## config.mk

```make
export PLATFORM = sky130hd
export DESIGN_NAME = uht_core
export DESIGN_NICKNAME = d
export VERILOG_FILES = /design/src/verilog/uht_pkg.sv /design/src/verilog/uht_sync.sv /design/src/verilog/uht_baud.sv /design/src/verilog/uht_core.sv
export SDC_FILE = /design/constraint.sdc
export NUM_CORES = 1
export LEC_CHECK = 0
export BUFFER_PORTS_ARGS = -buffer_cell sky130_fd_sc_hd__buf_2
export CAP_MARGIN = 20
export CORE_MARGIN = 10
export CORE_UTILIZATION = 51
export DETAILED_ROUTE_END_ITERATION = 10
export PLACE_DENSITY = 0.81
export SYNTH_ARGS = -nofsm -noshare
export SYNTH_HDL_FRONTEND = slang
export SYNTH_SLANG_ARGS = --single-unit
```

## constraint.sdc

```tcl
create_clock -name clk_sys -period 4 [get_ports clk_sys]
set_input_delay 1 -clock clk_sys [delete_from_list [all_inputs] [get_ports clk_sys]]
set_output_delay 1 -clock clk_sys [all_outputs]
set_load 0.01 [all_outputs]
```

## src/verilog/uht_pkg.sv

```systemverilog
// constants, field layouts and types of the half-duplex serial core
// assumes one 50 MHz system clock and a byte-addressed register port
package uht_pkg;

    localparam int unsigned CLK_HZ = 50_000_000;
    localparam int ADDR_W = 8;
    localparam int DATA_W = 32;
    localparam int DIV_W = 16;
    localparam int FRAC_W = 4;
    localparam int WORD_W = 9;
    localparam int FRAME_W = 11;

    localparam logic [7:0] OFS_CTRL1 = 8'h00;
    localparam logic [7:0] OFS_CTRL2 = 8'h04;
    localparam logic [7:0] OFS_BAUD = 8'h08;
    localparam logic [7:0] OFS_STS = 8'h0C;
    localparam logic [7:0] OFS_DATA = 8'h10;

    localparam int CTRL1_W = 13;
    localparam int CTRL2_W = 4;
    localparam int STS_TXE = 0;
    localparam int STS_TC = 1;
    localparam int STS_RXNE = 2;
    localparam int STS_IDLE = 3;
    localparam int STS_OVR = 4;
    localparam int STS_NOISE = 5;
    localparam int STS_FE = 6;
    localparam int STS_W = 7;

    localparam logic [5:0] OS_FULL = 6'h10;
    localparam logic [5:0] OS_HALF = 6'h08;
    localparam logic [1:0] STOP_1 = 2'h0;
    localparam logic [1:0] STOP_HALF = 2'h1;
    localparam logic [1:0] STOP_2 = 2'h2;
    localparam logic [1:0] STOP_ONEHALF = 2'h3;
    localparam logic [2:0] HALVES_1 = 3'h2;
    localparam logic [2:0] HALVES_HALF = 3'h1;
    localparam logic [2:0] HALVES_2 = 3'h4;
    localparam logic [2:0] HALVES_ONEHALF = 3'h3;
    localparam logic [3:0] BITS_8 = 4'h8;
    localparam logic [3:0] BITS_9 = 4'h9;
    localparam logic [3:0] IDLE_EXTRA = 4'h2;

    // CTRL1 layout, bit 0 is peripheral_enable
    typedef struct packed {
        logic error_irq_enable;
        logic idle_irq_enable;
        logic rx_not_empty_irq_enable;
        logic tx_complete_irq_enable;
        logic tx_empty_irq_enable;
        logic break_request;
        logic oversampling_select;
        logic parity_select;
        logic parity_enable;
        logic word_length_select;
        logic receive_enable;
        logic transmit_enable;
        logic peripheral_enable;
    } uht_ctrl1_s;

    typedef struct packed {
        logic dma_enable;
        logic half_duplex_enable;
        logic [1:0] stop_bits_select;
    } uht_ctrl2_s;

    typedef enum logic [1:0] {TX_IDLE, TX_BITS, TX_STOP} uht_tx_e;
    typedef enum logic [1:0] {RX_IDLE, RX_BITS, RX_STOP} uht_rx_e;

endpackage : uht_pkg

```

## src/verilog/uht_sync.sv

```systemverilog
// two-stage synchroniser for pin levels
// assumes inputs are asynchronous to clk_sys
`timescale 1ns/10ps
`default_nettype none
module uht_sync #(
    parameter int W = 2
) (
    input wire logic clk_sys,
    input wire logic arst_n,
    input wire logic [W-1:0] din,
    output logic [W-1:0] dout
);
    logic [W-1:0] meta_reg;

    always_ff @(posedge clk_sys or negedge arst_n) begin
        if (!arst_n) begin
            meta_reg <= '1;
            dout <= '1;
        end else begin
            meta_reg <= din;
            dout <= meta_reg;
        end
    end
endmodule : uht_sync
`default_nettype wire

```

## src/verilog/uht_baud.sv

```systemverilog
// fractional divider giving the oversampling tick
// assumes divider is 12.4 fixed point; one bit equals divider clocks at 16x, half that at 8x
`timescale 1ns/10ps
`default_nettype none
module uht_baud #(
    parameter int DIV_W = 16,
    parameter int FRAC_W = 4
) (
    input wire logic clk_sys,
    input wire logic arst_n,
    input wire logic enable,
    input wire logic [DIV_W-1:0] divider,
    output logic tick
);
    localparam logic [DIV_W:0] STEP = (DIV_W+1)'(1 << FRAC_W);
    logic [DIV_W:0] acc_reg;
    logic [DIV_W:0] sum;

    assign sum = acc_reg + STEP;

    // sixteenths accumulate so the fractional part spreads evenly
    always_ff @(posedge clk_sys or negedge arst_n) begin
        if (!arst_n) begin
            acc_reg <= '0;
            tick <= 1'b0;
        end else if (!enable || divider == '0) begin
            acc_reg <= '0;
            tick <= 1'b0;
        end else if (sum >= {1'b0, divider}) begin
            acc_reg <= sum - {1'b0, divider};
            tick <= 1'b1;
        end else begin
            acc_reg <= sum;
            tick <= 1'b0;
        end
    end
endmodule : uht_baud
`default_nettype wire

```

## src/verilog/uht_core.sv

```systemverilog
// half-duplex capable asynchronous serial transceiver core
// assumes a single-cycle register port and a pad that resolves tx enables
//
// Chosen here: the plain strobed port and the register offsets.
`timescale 1ns/10ps
`default_nettype none
// Overview of operation
// - half-duplex: rx ignored, open-drain tx looped back
// - frame length from word length and stop bits; parity takes a data bit
// - parity select zero even, one odd
// - stop bits 1, 0.5, 2, 1.5
// - low start, data lsb first, high stops
// - enabling transmitter sends one idle frame
// - data write clears empty, shifter takes word
// - frame end with empty buffer sets complete
// - break after current frame, then self-clears
// - receive lsb first, store sets not-empty
// - not-empty cleared by read, or by write zero with dma off
// - received break gives frame error
// - idle line after frame raises idle
// - oversampling select chooses 8x or 16x
// - overrun keeps data register, drops new word
// - status read then data read clears errors
// - noise flag rises with not-empty
// - missing stop sets frame error
// - 12.4 fractional baud divider
module uht_core
    import uht_pkg::*;
(
    input wire logic clk_sys,
    input wire logic arst_n,
    input wire logic [ADDR_W-1:0] bus_addr,
    input wire logic [DATA_W-1:0] bus_wdata,
    input wire logic bus_wr,
    input wire logic bus_rd,
    output logic [DATA_W-1:0] bus_rdata,
    input wire logic rx_i,
    input wire logic tx_i,
    output logic tx_o,
    output logic tx_oe,
    output logic irq
);
    uht_ctrl1_s c1_reg;
    uht_ctrl2_s c2_reg;
    logic [DIV_W-1:0] baud_divider_reg;
    uht_tx_e tx_state_reg;
    uht_rx_e rx_state_reg;

    logic wr_c1, wr_c2, wr_baud, wr_sts, wr_data, rd_sts, rd_data;
    logic tick, tx_run, rx_run, rline, s_rx, s_tx;
    logic [5:0] os, mid, stop_len;
    logic [3:0] nbits;
    logic [2:0] halves;

    // register decode
    always_comb begin
        wr_c1 = 1'b0;
        wr_c2 = 1'b0;
        wr_baud = 1'b0;
        wr_sts = 1'b0;
        wr_data = 1'b0;
        if (bus_addr == OFS_CTRL1) begin
            wr_c1 = bus_wr;
        end else if (bus_addr == OFS_CTRL2) begin
            wr_c2 = bus_wr;
        end else if (bus_addr == OFS_BAUD) begin
            wr_baud = bus_wr;
        end else if (bus_addr == OFS_STS) begin
            wr_sts = bus_wr;
        end else if (bus_addr == OFS_DATA) begin
            wr_data = bus_wr;
        end
    end
    assign rd_sts = bus_rd && bus_addr == OFS_STS;
    assign rd_data = bus_rd && bus_addr == OFS_DATA;

    assign tx_run = c1_reg.peripheral_enable && c1_reg.transmit_enable;
    assign rx_run = c1_reg.peripheral_enable && c1_reg.receive_enable;
    assign os = c1_reg.oversampling_select ? OS_HALF : OS_FULL;
    assign mid = os >> 1;
    assign nbits = c1_reg.word_length_select ? BITS_9 : BITS_8;

    always_comb begin
        case (c2_reg.stop_bits_select)
            STOP_HALF: halves = HALVES_HALF;
            STOP_2: halves = HALVES_2;
            STOP_ONEHALF: halves = HALVES_ONEHALF;
            default: halves = HALVES_1;
        endcase
    end
    assign stop_len = 6'(halves * mid);

    uht_baud #(
        .DIV_W(DIV_W),
        .FRAC_W(FRAC_W)
    ) u_baud (
        .clk_sys(clk_sys),
        .arst_n(arst_n),
        .enable(c1_reg.peripheral_enable),
        .divider(baud_divider_reg),
        .tick(tick)
    );

    uht_sync #(
        .W(2)
    ) u_sync (
        .clk_sys(clk_sys),
        .arst_n(arst_n),
        .din({tx_i, rx_i}),
        .dout({s_tx, s_rx})
    );

    // rx pin unused in half-duplex; the shared tx wire feeds the receiver
    assign rline = c2_reg.half_duplex_enable ? s_tx : s_rx;

    // transmitter
    logic [FRAME_W-1:0] tsh_reg;
    logic [5:0] tcnt_reg;
    logic [3:0] tbit_reg;
    logic [WORD_W-1:0] tdr_reg, tword;
    logic te_q_reg, pend_idle_reg, cur_brk_reg, tx_empty_reg, tc_reg;
    logic frame_done, tline;

    // parity bit replaces the top data bit when enabled
    always_comb begin
        tword = c1_reg.word_length_select ? tdr_reg : {1'b0, tdr_reg[7:0]};
        if (c1_reg.parity_enable && c1_reg.word_length_select) begin
            tword[8] = ^tdr_reg[7:0] ^ c1_reg.parity_select;
        end else if (c1_reg.parity_enable) begin
            tword[7] = ^tdr_reg[6:0] ^ c1_reg.parity_select;
        end
    end

    assign frame_done = tx_state_reg == TX_STOP && tick &&
        tcnt_reg == stop_len - 6'h01;
    assign tline = tx_state_reg == TX_BITS ? tsh_reg[0] : 1'b1;

    always_ff @(posedge clk_sys or negedge arst_n) begin
        if (!arst_n) begin
            tx_state_reg <= TX_IDLE;
            tsh_reg <= '1;
            tcnt_reg <= '0;
            tbit_reg <= '0;
            cur_brk_reg <= 1'b0;
        end else begin
            case (tx_state_reg)
                TX_IDLE: begin
                    tcnt_reg <= '0;
                    tbit_reg <= '0;
                    if (tx_run && pend_idle_reg) begin
                        tsh_reg <= '1;
                        cur_brk_reg <= 1'b0;
                        tx_state_reg <= TX_BITS;
                    end else if (tx_run && c1_reg.break_request) begin
                        tsh_reg <= '0;
                        cur_brk_reg <= 1'b1;
                        tx_state_reg <= TX_BITS;
                    end else if (tx_run && !tx_empty_reg) begin
                        tsh_reg <= {1'b1, tword, 1'b0};
                        cur_brk_reg <= 1'b0;
                        tx_state_reg <= TX_BITS;
                    end
                end
                TX_BITS: begin
                    if (tick && tcnt_reg == os - 6'h01) begin
                        tcnt_reg <= '0;
                        tsh_reg <= {1'b1, tsh_reg[FRAME_W-1:1]};
                        tbit_reg <= tbit_reg + 4'h1;
                        if (tbit_reg == nbits) begin
                            tx_state_reg <= TX_STOP;
                        end
                    end else if (tick) begin
                        tcnt_reg <= tcnt_reg + 6'h01;
                    end
                end
                TX_STOP: begin
                    if (frame_done) begin
                        tx_state_reg <= TX_IDLE;
                    end else if (tick) begin
                        tcnt_reg <= tcnt_reg + 6'h01;
                    end
                end
                default: tx_state_reg <= TX_IDLE;
            endcase
        end
    end

    // transmit buffer and its flags; complete set wins over clear, data write wins over empty set
    always_ff @(posedge clk_sys or negedge arst_n) begin
        if (!arst_n) begin
            te_q_reg <= 1'b0;
            pend_idle_reg <= 1'b0;
            tdr_reg <= '0;
            tx_empty_reg <= 1'b1;
            tc_reg <= 1'b0;
        end else begin
            te_q_reg <= tx_run;
            if (tx_run && !te_q_reg) begin
                pend_idle_reg <= 1'b1;
            end else if (tx_state_reg == TX_IDLE && tx_run) begin
                pend_idle_reg <= 1'b0;
            end
            if (tx_state_reg == TX_IDLE && tx_run && !pend_idle_reg &&
                !c1_reg.break_request && !tx_empty_reg) begin
                tx_empty_reg <= 1'b1;
            end
            if (wr_sts && !bus_wdata[STS_TC]) begin
                tc_reg <= 1'b0;
            end
            if (wr_data) begin
                tdr_reg <= bus_wdata[WORD_W-1:0];
                tx_empty_reg <= 1'b0;
                tc_reg <= 1'b0;
            end
            if (frame_done && tx_empty_reg) begin
                tc_reg <= 1'b1;
            end
        end
    end

    // control registers
    always_ff @(posedge clk_sys or negedge arst_n) begin
        if (!arst_n) begin
            c1_reg <= '0;
            c2_reg <= '0;
            baud_divider_reg <= '0;
        end else begin
            if (wr_c1) begin
                c1_reg <= uht_ctrl1_s'(bus_wdata[CTRL1_W-1:0]);
            end else if (frame_done && cur_brk_reg) begin
                c1_reg.break_request <= 1'b0;
            end
            if (wr_c2) begin
                c2_reg <= uht_ctrl2_s'(bus_wdata[CTRL2_W-1:0]);
            end
            if (wr_baud) begin
                baud_divider_reg <= bus_wdata[DIV_W-1:0];
            end
        end
    end

    // receiver: three samples around mid-bit, majority wins
    logic [5:0] rcnt_reg;
    logic [3:0] rbit_reg;
    logic [WORD_W-1:0] rsh_reg, rword, rdr_reg;
    logic [1:0] smp_reg;
    logic [7:0] icnt_reg, idle_len;
    logic rnoise_reg, armed_reg, idle_arm_reg;
    logic eval, maj, nz, rx_done, idle_hit;

    assign eval = tick && rcnt_reg == mid + 6'h01;
    assign maj = (smp_reg[0] & smp_reg[1]) | (smp_reg[0] & rline) |
        (smp_reg[1] & rline);
    assign nz = !(smp_reg[0] == smp_reg[1] && smp_reg[1] == rline);
    assign rx_done = rx_state_reg == RX_STOP && eval;
    assign rword = c1_reg.word_length_select ? rsh_reg :
        {1'b0, rsh_reg[WORD_W-1:1]};
    assign idle_len = c1_reg.oversampling_select ?
        {1'b0, nbits + IDLE_EXTRA, 3'h0} : {nbits + IDLE_EXTRA, 4'h0};
    assign idle_hit = rx_state_reg == RX_IDLE && idle_arm_reg && tick &&
        rline && icnt_reg == idle_len - 8'h01;

    always_ff @(posedge clk_sys or negedge arst_n) begin
        if (!arst_n) begin
            rx_state_reg <= RX_IDLE;
            rcnt_reg <= '0;
            rbit_reg <= '0;
            rsh_reg <= '0;
            smp_reg <= '0;
            rnoise_reg <= 1'b0;
            armed_reg <= 1'b0;
        end else if (!rx_run) begin
            rx_state_reg <= RX_IDLE;
            armed_reg <= 1'b0;
        end else begin
            case (rx_state_reg)
                RX_IDLE: begin
                    rcnt_reg <= '0;
                    rbit_reg <= '0;
                    rnoise_reg <= 1'b0;
                    // a break must go high again before a new start counts
                    if (rline) begin
                        armed_reg <= 1'b1;
                    end else if (armed_reg) begin
                        armed_reg <= 1'b0;
                        rx_state_reg <= RX_BITS;
                    end
                end
                RX_BITS, RX_STOP: begin
                    if (tick) begin
                        rcnt_reg <= rcnt_reg == os - 6'h01 ? 6'h00 :
                            rcnt_reg + 6'h01;
                    end
                    if (tick && rcnt_reg == mid - 6'h01) begin
                        smp_reg[0] <= rline;
                    end
                    if (tick && rcnt_reg == mid) begin
                        smp_reg[1] <= rline;
                    end
                    if (rx_done) begin
                        rx_state_reg <= RX_IDLE;
                    end else if (eval && rbit_reg == '0 && maj) begin
                        rx_state_reg <= RX_IDLE;
                    end else if (eval) begin
                        rnoise_reg <= rnoise_reg | nz;
                        rbit_reg <= rbit_reg + 4'h1;
                        if (rbit_reg != '0) begin
                            rsh_reg <= {maj, rsh_reg[WORD_W-1:1]};
                        end
                        if (rbit_reg == nbits) begin
                            rx_state_reg <= RX_STOP;
                        end
                    end
                end
                default: rx_state_reg <= RX_IDLE;
            endcase
        end
    end

    // line-high counter for idle frame detection
    always_ff @(posedge clk_sys or negedge arst_n) begin
        if (!arst_n) begin
            icnt_reg <= '0;
            idle_arm_reg <= 1'b0;
        end else begin
            if (rx_state_reg != RX_IDLE || !rline || idle_hit) begin
                icnt_reg <= '0;
            end else if (tick) begin
                icnt_reg <= icnt_reg + 8'h01;
            end
            if (rx_done) begin
                idle_arm_reg <= 1'b1;
            end else if (idle_hit || !rx_run) begin
                idle_arm_reg <= 1'b0;
            end
        end
    end

    // receive flags; every hardware set is placed after its clears
    logic rxne_reg, ovr_reg, ne_reg, fe_reg, idle_reg, sts_seen_reg;
    logic err_clr;

    assign err_clr = rd_data && sts_seen_reg;

    always_ff @(posedge clk_sys or negedge arst_n) begin
        if (!arst_n) begin
            rdr_reg <= '0;
            rxne_reg <= 1'b0;
            ovr_reg <= 1'b0;
            ne_reg <= 1'b0;
            fe_reg <= 1'b0;
            idle_reg <= 1'b0;
            sts_seen_reg <= 1'b0;
        end else begin
            if (rd_sts) begin
                sts_seen_reg <= 1'b1;
            end else if (bus_rd || bus_wr) begin
                sts_seen_reg <= 1'b0;
            end
            if (rd_data) begin
                rxne_reg <= 1'b0;
            end
            if (wr_sts && !bus_wdata[STS_RXNE] && !c2_reg.dma_enable) begin
                rxne_reg <= 1'b0;
            end
            if (wr_sts && !bus_wdata[STS_IDLE]) begin
                idle_reg <= 1'b0;
            end
            if (err_clr) begin
                ovr_reg <= 1'b0;
                ne_reg <= 1'b0;
                fe_reg <= 1'b0;
            end
            if (idle_hit) begin
                idle_reg <= 1'b1;
            end
            if (rx_done && rxne_reg) begin
                ovr_reg <= 1'b1;
            end else if (rx_done) begin
                rdr_reg <= rword;
                rxne_reg <= 1'b1;
                ne_reg <= rnoise_reg | nz;
                fe_reg <= !maj;
            end
        end
    end

    // read data, pins and interrupt all leave from flip-flops
    always_ff @(posedge clk_sys or negedge arst_n) begin
        if (!arst_n) begin
            bus_rdata <= '0;
            tx_o <= 1'b1;
            tx_oe <= 1'b0;
            irq <= 1'b0;
        end else begin
            bus_rdata <= '0;
            if (bus_rd && bus_addr == OFS_CTRL1) begin
                bus_rdata <= DATA_W'(c1_reg);
            end else if (bus_rd && bus_addr == OFS_CTRL2) begin
                bus_rdata <= DATA_W'(c2_reg);
            end else if (bus_rd && bus_addr == OFS_BAUD) begin
                bus_rdata <= DATA_W'(baud_divider_reg);
            end else if (rd_sts) begin
                bus_rdata <= DATA_W'({fe_reg, ne_reg, ovr_reg, idle_reg,
                    rxne_reg, tc_reg, tx_empty_reg});
            end else if (rd_data) begin
                bus_rdata <= DATA_W'(rdr_reg);
            end
            if (!tx_run) begin
                tx_o <= 1'b1;
                tx_oe <= 1'b0;
            end else if (c2_reg.half_duplex_enable) begin
                tx_o <= 1'b0;
                tx_oe <= !tline;
            end else begin
                tx_o <= tline;
                tx_oe <= 1'b1;
            end
            irq <= (tx_empty_reg && c1_reg.tx_empty_irq_enable) ||
                (tc_reg && c1_reg.tx_complete_irq_enable) ||
                ((rxne_reg || ovr_reg) &&
                 c1_reg.rx_not_empty_irq_enable) ||
                (idle_reg && c1_reg.idle_irq_enable) ||
                (fe_reg && c2_reg.dma_enable &&
                 c1_reg.error_irq_enable);
        end
    end

    a_open_drain: assert property (@(posedge clk_sys) disable iff (!arst_n)
        c2_reg.half_duplex_enable && tx_run |=> !tx_o)
        else $error("half-duplex tx drove high");
    a_parity_sense: assert property (@(posedge clk_sys) disable iff (!arst_n)
        c1_reg.parity_enable && c1_reg.word_length_select |->
        (^tword) == c1_reg.parity_select)
        else $error("parity bit wrong");
    a_start_low: assert property (@(posedge clk_sys) disable iff (!arst_n)
        tx_state_reg == TX_BITS && tbit_reg == '0 && !pend_idle_reg &&
        !te_q_reg == 1'b0 && tsh_reg != '1 |-> tline == 1'b0)
        else $error("start bit not low");
    a_empty_on_write: assert property (@(posedge clk_sys) disable iff (!arst_n)
        wr_data && tx_run && tx_state_reg == TX_IDLE |=> !tx_empty_reg ##1
        (tx_empty_reg || tx_state_reg != TX_IDLE || !tx_run))
        else $error("empty flag wrong after write");
    a_tc_at_end: assert property (@(posedge clk_sys) disable iff (!arst_n)
        frame_done && tx_empty_reg |=> tc_reg)
        else $error("complete flag not set");
    a_break_clear: assert property (@(posedge clk_sys) disable iff (!arst_n)
        frame_done && cur_brk_reg && !wr_c1 |=> !c1_reg.break_request)
        else $error("break request not cleared");
    a_rxne_store: assert property (@(posedge clk_sys) disable iff (!arst_n)
        rx_done && !rxne_reg |=> rxne_reg && rdr_reg == $past(rword))
        else $error("word not stored");
    a_overrun_keep: assert property (@(posedge clk_sys) disable iff (!arst_n)
        rx_done && rxne_reg && !rd_data |=> ovr_reg && $stable(rdr_reg))
        else $error("overrun handling wrong");
    a_err_clear: assert property (@(posedge clk_sys) disable iff (!arst_n)
        rd_sts ##1 (rd_data && !rx_done) |=> !ovr_reg && !fe_reg)
        else $error("error flags not cleared");
    a_err_clear_gap: assert property (@(posedge clk_sys)
        disable iff (!arst_n) rd_sts ##1 (!bus_rd && !bus_wr) ##1
        (rd_data && !rx_done) |=> !ovr_reg && !fe_reg && !ne_reg)
        else $error("error flags kept after idle gap");
    a_frame_error: assert property (@(posedge clk_sys) disable iff (!arst_n)
        rx_done && !rxne_reg && !maj |=> fe_reg)
        else $error("missing stop not flagged");
endmodule : uht_core
`default_nettype wire

```

## Word level (Yosys, flattened, before mapping)

Index checks and enable logic that the tools add are counted.

| word-level totals | value |
|---|---|
| flip-flop bits (word level) | 176 |
| bits of input ports | 46 |
| word-level logic and storage cells | 328 |
| output and inout port bits | 35 |

| operators by class | value |
|---|---|
| mux-type cells | 111 |
| equal/unequal tests | 36 |
| add/sub/neg operators | 13 |
| $lt $le $gt $ge | 1 |
| bitwise logic cells | 11 |
| multipliers | 1 |
| reduce and logical (&&, ||, !) cells | 103 |

Operators by type and width:

| kind | number |
|---|---|
| two-way mux 1 bit | 63 |
| two-way mux 16 bit | 3 |
| logical AND 1 bit | 44 |
| two-way mux 11 bit | 4 |
| two-way mux 9 bit | 4 |
| two-way mux 17 bit | 2 |
| two-way mux 6 bit | 5 |
| two-way mux 2 bit | 13 |
| equality test 6 bit | 4 |
| two-way mux 8 bit | 3 |
| one-hot mux 11 bit (2 select lines) | 1 |
| nonzero test 2 bit | 11 |
| one-hot mux 6 bit (3 select lines) | 1 |
| adder 17 x 5 -> 17 bit, second input constant | 1 |
| greater-or-equal comparator 17 x 16 -> 1 bit | 1 |
| subtractor 17 x 16 -> 17 bit | 1 |
| equality test 8 x 4 -> 1 bit, second input constant | 2 |
| zero test 16 bit | 1 |
| two-way mux 4 bit | 4 |
| one-hot mux 4 bit (2 select lines) | 2 |
| zero test 1 bit | 14 |
| adder 6 x 1 -> 6 bit, second input constant | 2 |
| one-hot mux 6 bit (2 select lines) | 1 |
| AND reduction 3 bit | 4 |
| 45 further kinds | 85 |

## Logic depth before layout (Yosys ltp)

Gate-level depths: netlist of the first run.

| depth | value |
|---|---|
| depth in word-level cells | 10 |
| gate-level depth with buffers | 13 |
| gate-level depth less buffers | 12 |

## Cells and area by module

A second synthesis of the first run with hierarchy kept.

| second synthesis, totals | value |
|---|---|
| cells, all modules | 934 |
| area total of the unflattened synthesis | 9281.4 µm² |

By module, submodules not included:

| module | times used | sequential area each (µm²) | cells each | area each (µm²) |
|---|---|---|---|---|
| uht_core | 1 | 3469.6 | 692 | 7203.2 |
| uht_baud | 1 | 450.4 | 238 | 1973.1 |
| uht_sync | 1 | 105.1 | 4 | 105.1 |

## Least setup slack after synthesis of the first run

Ideal clock, no wire load.

| timing | value |
|---|---|
| path kind | register to register |
| from | register c2_reg[0] (netlist bit) |
| to | register tcnt_reg[5] |
| required time | 3.922 ns |
| clock period less this slack | 2.947 ns |
| data arrival time | 2.868 ns |
| path slack | 1.053 ns |
| buffers on the path | 0 |
| cell stages (with the launch flop) | 13 |
| setup time | 0.078 ns |
| path through | dfrtp_1 -> inv_1 -> ha_1 -> and2b_1 -> a21oi_1 -> ha_1 -> ha_1 -> a21oi_1 -> xnor2_1 -> xnor2_1 -> o311ai_2 -> or4_1 -> a21oi_1 |

| between the ends | value |
|---|---|
| word-level cells in the longest chain between the ends | 8 |
| elaborated cells on any way between the ends | 10 |
| classes of those cells | add/sub (1); mul (1); eq/ne (5); mux (1); reduce/logical (2) |

RTL lines:

| what | line | source |
|---|---|---|
| start, declared | uht_core.sv:44 | `uht_ctrl2_s c2_reg;` |
| start signal, assigned | uht_core.sv:234 | `c2_reg <= uht_ctrl2_s'(bus_wdata[CTRL2_W-1:0]);` |
| equality test 2 bit or equality test 2 x 1 -> 1 bit (tied branches) | uht_core.sv:84 | `case (c2_reg.stop_bits_select)` |
| one-hot mux 3 bit (3 select lines) (*) | uht_core.sv:84 |  |
| multiplier 3 x 4 -> 6 bit (*) | uht_core.sv:91 | `assign stop_len = 6'(halves * mid);` |
| subtractor 6 x 1 -> 6 bit (*) | uht_core.sv:135 | `tcnt_reg == stop_len - 6'h01;` |
| equality test 6 bit (*) | uht_core.sv:135 |  |
| logical AND 1 bit (*) | uht_core.sv:134 | `assign frame_done = tx_state_reg == TX_STOP && tick &&` |
| != test 2 bit (no line) (*) | n/a |  |
| AND reduction 2 bit (no line) (*) | n/a |  |
| end signal, assigned | uht_core.sv:173 | `tcnt_reg <= tcnt_reg + 6'h01;` |
| end signal, assigned | uht_core.sv:180 | `tcnt_reg <= tcnt_reg + 6'h01;` |
| end, declared | uht_core.sv:118 | `logic [5:0] tcnt_reg;` |

Every way passes the cells marked *; elsewhere a longest branch is shown, timed or not.
A chain may end at the register's enable or synchronous reset.

## Worst setup path after layout of the first run

| timing | value |
|---|---|
| from | register u_baud.acc_reg[4] |
| to | register u_baud.acc_reg[11] |

| between the ends | value |
|---|---|
| word-level cells in the longest chain between the ends | 4 |
| elaborated cells on any way between the ends | 5 |
| classes of those cells | add/sub (2); order compare (1); mux (2) |

RTL lines:

| what | line | source |
|---|---|---|
| start, declared | uht_baud.sv:16 | `logic [DIV_W:0] acc_reg;` |
| start signal, assigned | uht_baud.sv:30 | `acc_reg <= sum - {1'b0, divider};` |
| start signal, assigned | uht_baud.sv:33 | `acc_reg <= sum;` |
| adder 17 x 5 -> 17 bit (*) | uht_baud.sv:19 | `assign sum = acc_reg + STEP;` |
| subtractor 17 x 16 -> 17 bit or greater-or-equal comparator 17 x 16 -> 1 bit (tied branches) | uht_baud.sv:30, uht_baud.sv:29 |  |
| two-way mux 17 bit (*) | uht_baud.sv:29 | `end else if (sum >= {1'b0, divider}) begin` |
| two-way mux 17 bit (*) | uht_baud.sv:26 | `end else if (!enable \|\| divider == '0) begin` |

Marked as above.

==> results by group, run 1 <==
STA
  • Fin Hold WS: 356.3 ps
  • RSZ-0062 raised after global routing: false
  • Worst Tran Pin Value: 973.1 ps
  • Setup violators final: 0
  • Relative slew slack: 35.13%
  • Fin. max-slew vios: 0
  • Setup tns final: 0 ps
  • Tcrit/Tclk final: 84.98%
  • Min Tclk post-route: 3399 ps
  • FMAX: 0.2942 GHz
  • Setup Skew: 9.756 ps
  • Fin. Hold Viols: 0

Cells and area
  • Layout Nets: 1043
  • Multi-input gate area: 4617 um^2
  • Layout cells sized above 1: 19.36%
  • Filler instances: 1406
  • Largest register FFs: 17
  • Register area: 4025 um^2
  • Layout area overhead: 11.39%

Worst setup path
  • Reg2reg end: u_baud.acc_reg[11]$_DFF_PN0_
  • CP Cell Sequence: ha_1 > and4_1 > nand4_1 > xnor2_1 > ha_1 > nand2_1 > or3_1 > o211ai_1 > o21a_1 > nor3_1 > a211oi_1
  • Crit-path most repeated cell: ha_1
  • Worst EP arrival: 3700 ps
  • Worst R2R Path Depth: 11
  • Worst Path Max Fanout: 14
  • CP max stage delay: 570 ps
  • Data required time of the worst path: 4300 ps
  • Worst R2R Start: u_baud.acc_reg[4]$_DFF_PN0_
  • R2R Setup Slk: 600 ps
  • Startpoint Class: register
  • Element type at the critical path end: register
  • Slowest CP cell: o21a_1
  • Setup CP Type: register to register

Drt
  • Vias after detailed routing: 6978
  • Final WL: 21.09 mm
  • Iter 0 DRT Violations: 651
  • Post-route ant nets: 0
  • DRC: 0
  • Met1 wire length: 8.841 mm
  • Avg Vias per Cell: 5.854
  • DR pass1 iterations: 7
  • Avg WL per Cell: 17.69 um
  • Highest routed layer: met4
  • DR WL met3: 1.287 mm
  • Met2 Wirelength: 10.47 mm

Run status
  • Outcome: finished, final reports clean

Global route
  • Vias in the first global route: 6881
  • GRT Util Overall: 17.81%
  • Grt ovf: 0
  • Largest net degree at the start of global routing: 107
  • First-pass GRT wire length: 34.81 mm
  • Initial antenna violation count: 1

Yosys
  • Post-Syn Instances: 906
  • Cell accounting for the most synthesized area: dfrtp_1
  • Number of distinct library cells after synthesis: 67
  • Most used DFF post-synth: dfrtp_1
  • Async set-or-reset flop fraction in the synthesized netlist: 100.0%
  • Cell area after synthesis: 9031 um^2
  • Top cell type's share of synthesized area: 39.62%
  • Syn_area_per_cell: 9.968 um^2
  • Flop and latch count out of synthesis: 160
  • Sequential area share after synthesis: 44.57%
  • Largest cells by area after synthesis: dfrtp_1 (40%), mux2_2 (8.2%), ha_1 (6.0%)
  • Ys Warns: 0
  • Number of enable flip-flop cells after synthesis: 0

Die
  • Die W: 153.1 um
  • Top Ports: 81
  • Die Area: 23430 um^2
  • Starting Density: 52.03%
  • Standard-cell row count: 48
  • DIE HEIGHT: 153.1 um
  • Core area: 17360 um^2

Clock tree
  • PostCTS Resize Cnt: 0
  • Post-CTS Hold Buffers: 0
  • Total CTS buffers: 17
  • Root Buffer: clkbuf_16
  • H-tree depth: 4
  • CTS tree: done
  • Clock sink count: 160
  • Postcts setup bufs: 0
  • Clk Latency, worst-skew pair: 430 ps
  • CTS max path bufs: 2
  • Clock transition at path regs: 60 ps

Flow run
  • Max Cap Viol: 0

Power and ir drop
  • Power, Total: 4159 uW
  • Power Dens Cells: 413.4 nW/um^2
  • Leak: 0.004644 uW
  • Max IR drop VDD: 0.3874 mV

Placed design
  • Port Buffers: 48
  • RePlAce Congestion: 0.8749
  • DPL Wire Length: 14.84 mm

Min path
  • Worst hold start: u_sync.meta_reg[1]$_DFF_PN1_
  • Hold endpoint: u_sync.dout[1]$_DFF_PN1_
  • Hold Crit Depth: 0
  • Hold crit path type: register to register
## kinds of logic after synthesis
group | synth area share [%]
adders and majority gates | 6.179
buffers and inverters | 4.988
DFF | 44.57
AOI/OAI and AO/OA | 14.84
xor gates and xnor gates | 4.752
other | 0.04152
muxes | 9.781
and+or+nand+nor | 14.85
## where the power goes
group / leakage (uW) / switching, uW / internal (uW)
combinational: 0.00222 / 436 / 301
sequential: 0.00215 / 67.4 / 1740
clock: 0.000278 / 690 / 928
total: 0.00464 / 1190 / 2960
## layout by cell type, fill, tap and decap left out, drive strengths merged, types with 40 or more instances in the layout
master and n:
dfrtp 143, a21oi 70, nand2 67, mux2 66, buf 62, nor2 58
inv 56, o21ai 44, ha 43, nand3 40
## final cells by class
class / count / share of cell area, %
antenna: 1 / 0.02488
clock buffer: 18 / 4.266
clock inverter: 14 / 1.567
inverter: 52 / 1.940
multi-input combinational: 660 / 45.90
sequential: 160 / 40.01
tap: 225 / 2.799
timing repair buffer: 62 / 3.495
## synthesized netlist by cell type (all sizes together) (16+ instances only)
cell / count
dfrtp: 143
clkbuf: 25
nor2: 58
mux2: 66
nor3: 22
inv: 52
nand2: 67
nand3: 40
dfstp: 17
buf: 24
xor2: 16
o21ai: 44
xnor2: 33
ha: 43
a21oi: 70
## worst max-delay path: cells and delay by family (launching register included)
family,cells,cell delay [ps]
and+or+nand+nor,5,980
DFF,1,420
adders and majority gates,2,630
AOI/OAI and AO/OA,3,1080
xor gates and xnor gates,1,180
## through the flow
step                utilization (%)  setup slack [ps]  instances  area, um^2
floorplan                         -              1053        921        9087
CTS                           57.94             665.3       1191       10060
global route                  57.94             443.0       1191       10060
detailed placement            54.56             704.9       1159        9470
finish                        57.96             600.8       1192       10060
global placement              54.56             782.1       1159        9470
## how the worst max path moves through the flow
stage | startpoint | cells after the start | endpoint | slack (ps)
after floorplan | c2_reg[0]$_DFFE_PN0P_ | 12 | tcnt_reg[5]$_DFFE_PN0P_ | 1050
after global placement | c2_reg[0]$_DFFE_PN0P_ | 12 | tcnt_reg[4]$_DFFE_PN0P_ | 780
after detailed placement | u_baud.acc_reg[4]$_DFF_PN0_ | 11 | u_baud.acc_reg[11]$_DFF_PN0_ | 700
after CTS | u_baud.acc_reg[4]$_DFF_PN0_ | 11 | u_baud.acc_reg[11]$_DFF_PN0_ | 670
after global routing | u_baud.acc_reg[4]$_DFF_PN0_ | 11 | u_baud.acc_reg[11]$_DFF_PN0_ | 440
final | u_baud.acc_reg[4]$_DFF_PN0_ | 11 | u_baud.acc_reg[11]$_DFF_PN0_ | 600
## layer usage
layer / up-vias / GRT usage [%]
li1: 3320 / -
met1: 3397 / 21.83
met2: 221 / 29.88
met3: 40 / 4.405
met4: 0 / 6.085
met5: - / 0
No activity file was read; power rests on OpenSTA's default activity.
==> run 2: changes to the inputs <==
--- a/config.mk
+++ b/config.mk
@@ -10,7 +10,7 @@
 export CORE_MARGIN = 10
 export CORE_UTILIZATION = 51
 export DETAILED_ROUTE_END_ITERATION = 10
-export PLACE_DENSITY = 0.81
+export PLACE_DENSITY = 0.84
 export SYNTH_ARGS = -nofsm -noshare
 export SYNTH_HDL_FRONTEND = slang
 export SYNTH_SLANG_ARGS = --single-unit
==> constraint.sdc (replaced) <==
create_clock -name clk_sys -period 3.05 [get_ports clk_sys]
set_input_delay 0.7625 -clock clk_sys [delete_from_list [all_inputs] [get_ports clk_sys]]
set_output_delay 0.7625 -clock clk_sys [all_outputs]
set_load 0.01 [all_outputs]
==> run 2 against run 1 <==
  * Cell area grew 3.8%
  * Clock skew shrank 0.92 ps
  * Critical path depth grew 1
  * Maximum frequency grew 15%
  * Sequential power grew 32%
  * Non-clock buffer count grew 28
  * Register-to-register slack lost 500 ps
  * Count of clock-buffer cells in the layout shrank 1
  * Flip-flop and latch count is the same
  * Critical path type unchanged
==> results by group, run 2 (same netlist as run 1, synthesis figures left out) <==
Power and ir drop
  • Max IR drop VDD: 0.3252 mV (-16%)
  • Power Dens Cells: 539.6 nW/um^2 (+31%)
  • Leak: 0.004859 uW (+4.6%)
  • Power, Total: 5635 uW (+36%)

Global route
  • Vias in the first global route: 7054 (+2.5%)
  • First-pass GRT wire length: 35.09 mm (+0.81%)
  • Grt ovf: 0 (unchanged)
  • Initial antenna violation count: 2 (+1)
  • GRT Util Overall: 17.88% (+0.073 points)
  • Largest net degree at the start of global routing: 66 (-38%)

STA
  • Relative slew slack: 55.69% (+21 points)
  • RSZ-0062 raised after global routing: true
  • FMAX: 0.3388 GHz (+15%)
  • Setup violators final: 0 (unchanged)
  • Tcrit/Tclk final: 96.78% (+12 points)
  • Worst Tran Pin Value: 657.7 ps (-315.4 ps)
  • PnR worst setup slack: 98.09 ps (-502.8 ps)
  • Fin Hold WS: 315.4 ps (-40.89 ps)
  • Setup Skew: 8.831 ps (-0.9247 ps)
  • Min Tclk post-route: 2952 ps (-447.2 ps)
  • Fin. max-slew vios: 0 (unchanged)
  • Fin. Hold Viols: 0 (unchanged)

Cells and area
  • Most frequent cells in the layout: dfrtp_1 (143), a21oi_1 (67), mux2_2 (66)
  • Fin area: 10440 um^2 (+3.8%)
  • Layout cells sized above 1: 23.67% (+4.3 points)
  • Filler instances: 1312 (-6.7%)
  • Most common cell after layout, fill and taps aside: dfrtp_1
  • Multi-input gate area: 4733 um^2 (+2.5%)
  • Register area: 4025 um^2 (unchanged)
  • Layout area overhead: 15.64%
  • Largest register FFs: 17 (unchanged)
  • Layout Nets: 1071 (+2.7%)

Die
  • Starting Density: 52.03% (unchanged)
  • Die W: 153.1 um (unchanged)
  • Die Area: 23430 um^2 (unchanged)
  • Standard-cell row count: 48 (unchanged)
  • DIE HEIGHT: 153.1 um (unchanged)
  • Core area: 17360 um^2 (unchanged)
  • Top Ports: 81 (unchanged)

Run status
  • Outcome: finished, final reports clean

Placed design
  • Area post-placement: 9696 um^2 (+2.4%)
  • Port Buffers: 48 (unchanged)
  • Pre-CTS setup slack: 9.187 ps (-695.7 ps)
  • DPL Wire Length: 15.41 mm (+3.9%)
  • RePlAce Congestion: 0.8898 (+1.7%)

Drt
  • Final WL: 21.98 mm (+4.2%)
  • DRC: 0 (unchanged)
  • Avg Vias per Cell: 5.880 (+0.44%)
  • Avg WL per Cell: 18.02 um (+1.8%)
  • Iter 0 DRT Violations: 682 (+4.8%)
  • Post-route ant nets: 0 (unchanged)
  • DR pass1 iterations: 6 (-1)
  • Vias after detailed routing: 7173 (+2.8%)

Clock tree
  • CTS max path bufs: 2 (unchanged)
  • Root Buffer: clkbuf_16
  • Clk Latency, worst-skew pair: 440 ps (about the same)
  • Post-CTS Hold Buffers: 0 (unchanged)
  • Clock transition at path regs: 60 ps (about the same)
  • Total CTS buffers: 17 (unchanged)
  • H-tree depth: 4 (unchanged)
  • Clock sink count: 160 (unchanged)
  • CTS tree: done

Worst setup path
  • R2R Setup Slk: 100 ps (-500 ps)
  • Worst EP arrival: 3310 ps (-390 ps)
  • Worst Path Max Fanout: 8 (-6)
  • Critical Path Sink: tcnt_reg[2]$_DFFE_PN0P_
  • Data required time of the worst path: 3410 ps (-890 ps)
  • Element type at the critical path end: register
  • Reg2reg end: tcnt_reg[2]$_DFFE_PN0P_
  • Worst R2R Path Depth: 12 (+1)
  • Setup CP Type: register to register
  • Critical Path Source: c2_reg[1]$_DFFE_PN0P_
  • Worst R2R Start: c2_reg[1]$_DFFE_PN0P_
  • Startpoint Class: register

Flow run
  • Max Cap Viol: 0 (unchanged)

Min path
  • Hold crit path type: input pin to async pin
==> run 2: layout make-up <==
type / count / share of cell area (%)
multi-input combinational: 660 / 45.32
sequential: 160 / 38.54
timing repair buffer: 90 / 5.739
clock buffer: 17 / 4.073
tap: 225 / 2.696
inverter: 52 / 1.869
clock inverter: 14 / 1.713
antenna: 2 / 0.04792
==> run 2: how the worst min path moves through the flow <==
stage                                             from                      endpoint  slack [ps]  cells after the start
final                                           arst_n  u_baud.acc_reg[16]$_DFF_PN0_         320                      1
after global routing                            arst_n  u_baud.acc_reg[12]$_DFF_PN0_         350                      1
after CTS                                       arst_n  u_baud.acc_reg[13]$_DFF_PN0_         330                      1
after detailed placement  u_sync.meta_reg[0]$_DFF_PN1_      u_sync.dout[0]$_DFF_PN1_         350                      0
after global placement    u_sync.meta_reg[0]$_DFF_PN1_      u_sync.dout[0]$_DFF_PN1_         350                      0
after floorplan           u_sync.meta_reg[0]$_DFF_PN1_      u_sync.dout[0]$_DFF_PN1_         350                      0
==> run 2: routing by layer <==
layer	GRT usage [%]	part of all wire, %
met1	21.86	41
met4	8.265	3.0
met2	29.61	50
met5	0	0
met3	3.704	5.7
==> run 2: through the flow <==
stage                     setup TNS (ps)  util (%)  instances
after detailed placement               0     55.86       1184
after CTS                              0     59.42       1215
after floorplan                        0         -        921
final                                  0     60.17       1220
after global routing              -185.9     60.17       1220
after global placement                 0     55.86       1184
==> run 2: worst max-delay path: stages, from the launching register on <==
cell and delay (ps):
dfrtp_1 420, ha_1 310, and2b_1 200, a21oi_2 110, ha_1 240, ha_1 300
a21oi_2 170, xnor2_2 100, xnor2_2 220, nor3_4 100, buf_4 160, or4_1 390
a21oi_1 150
==> run 2: power by group <==
part,total [uW],switching [uW],internal (uW),leakage [uW]
clock network,2210,914,1300,0.000299
registers,2370,90.4,2280,0.00215
logic,1060,605,454,0.00241
total,5640,1610,4030,0.00486
==> run 2: timing repair <==
| action | in CTS | in global routing |
|---|---|---|
| gates resized for setup | 2 | 23 |
| pin swaps | 0 | 8 |
| setup buffers | 0 | 3 |
| setup endpoints to repair | 2 | 25 |
| cloned | 0 | 0 |
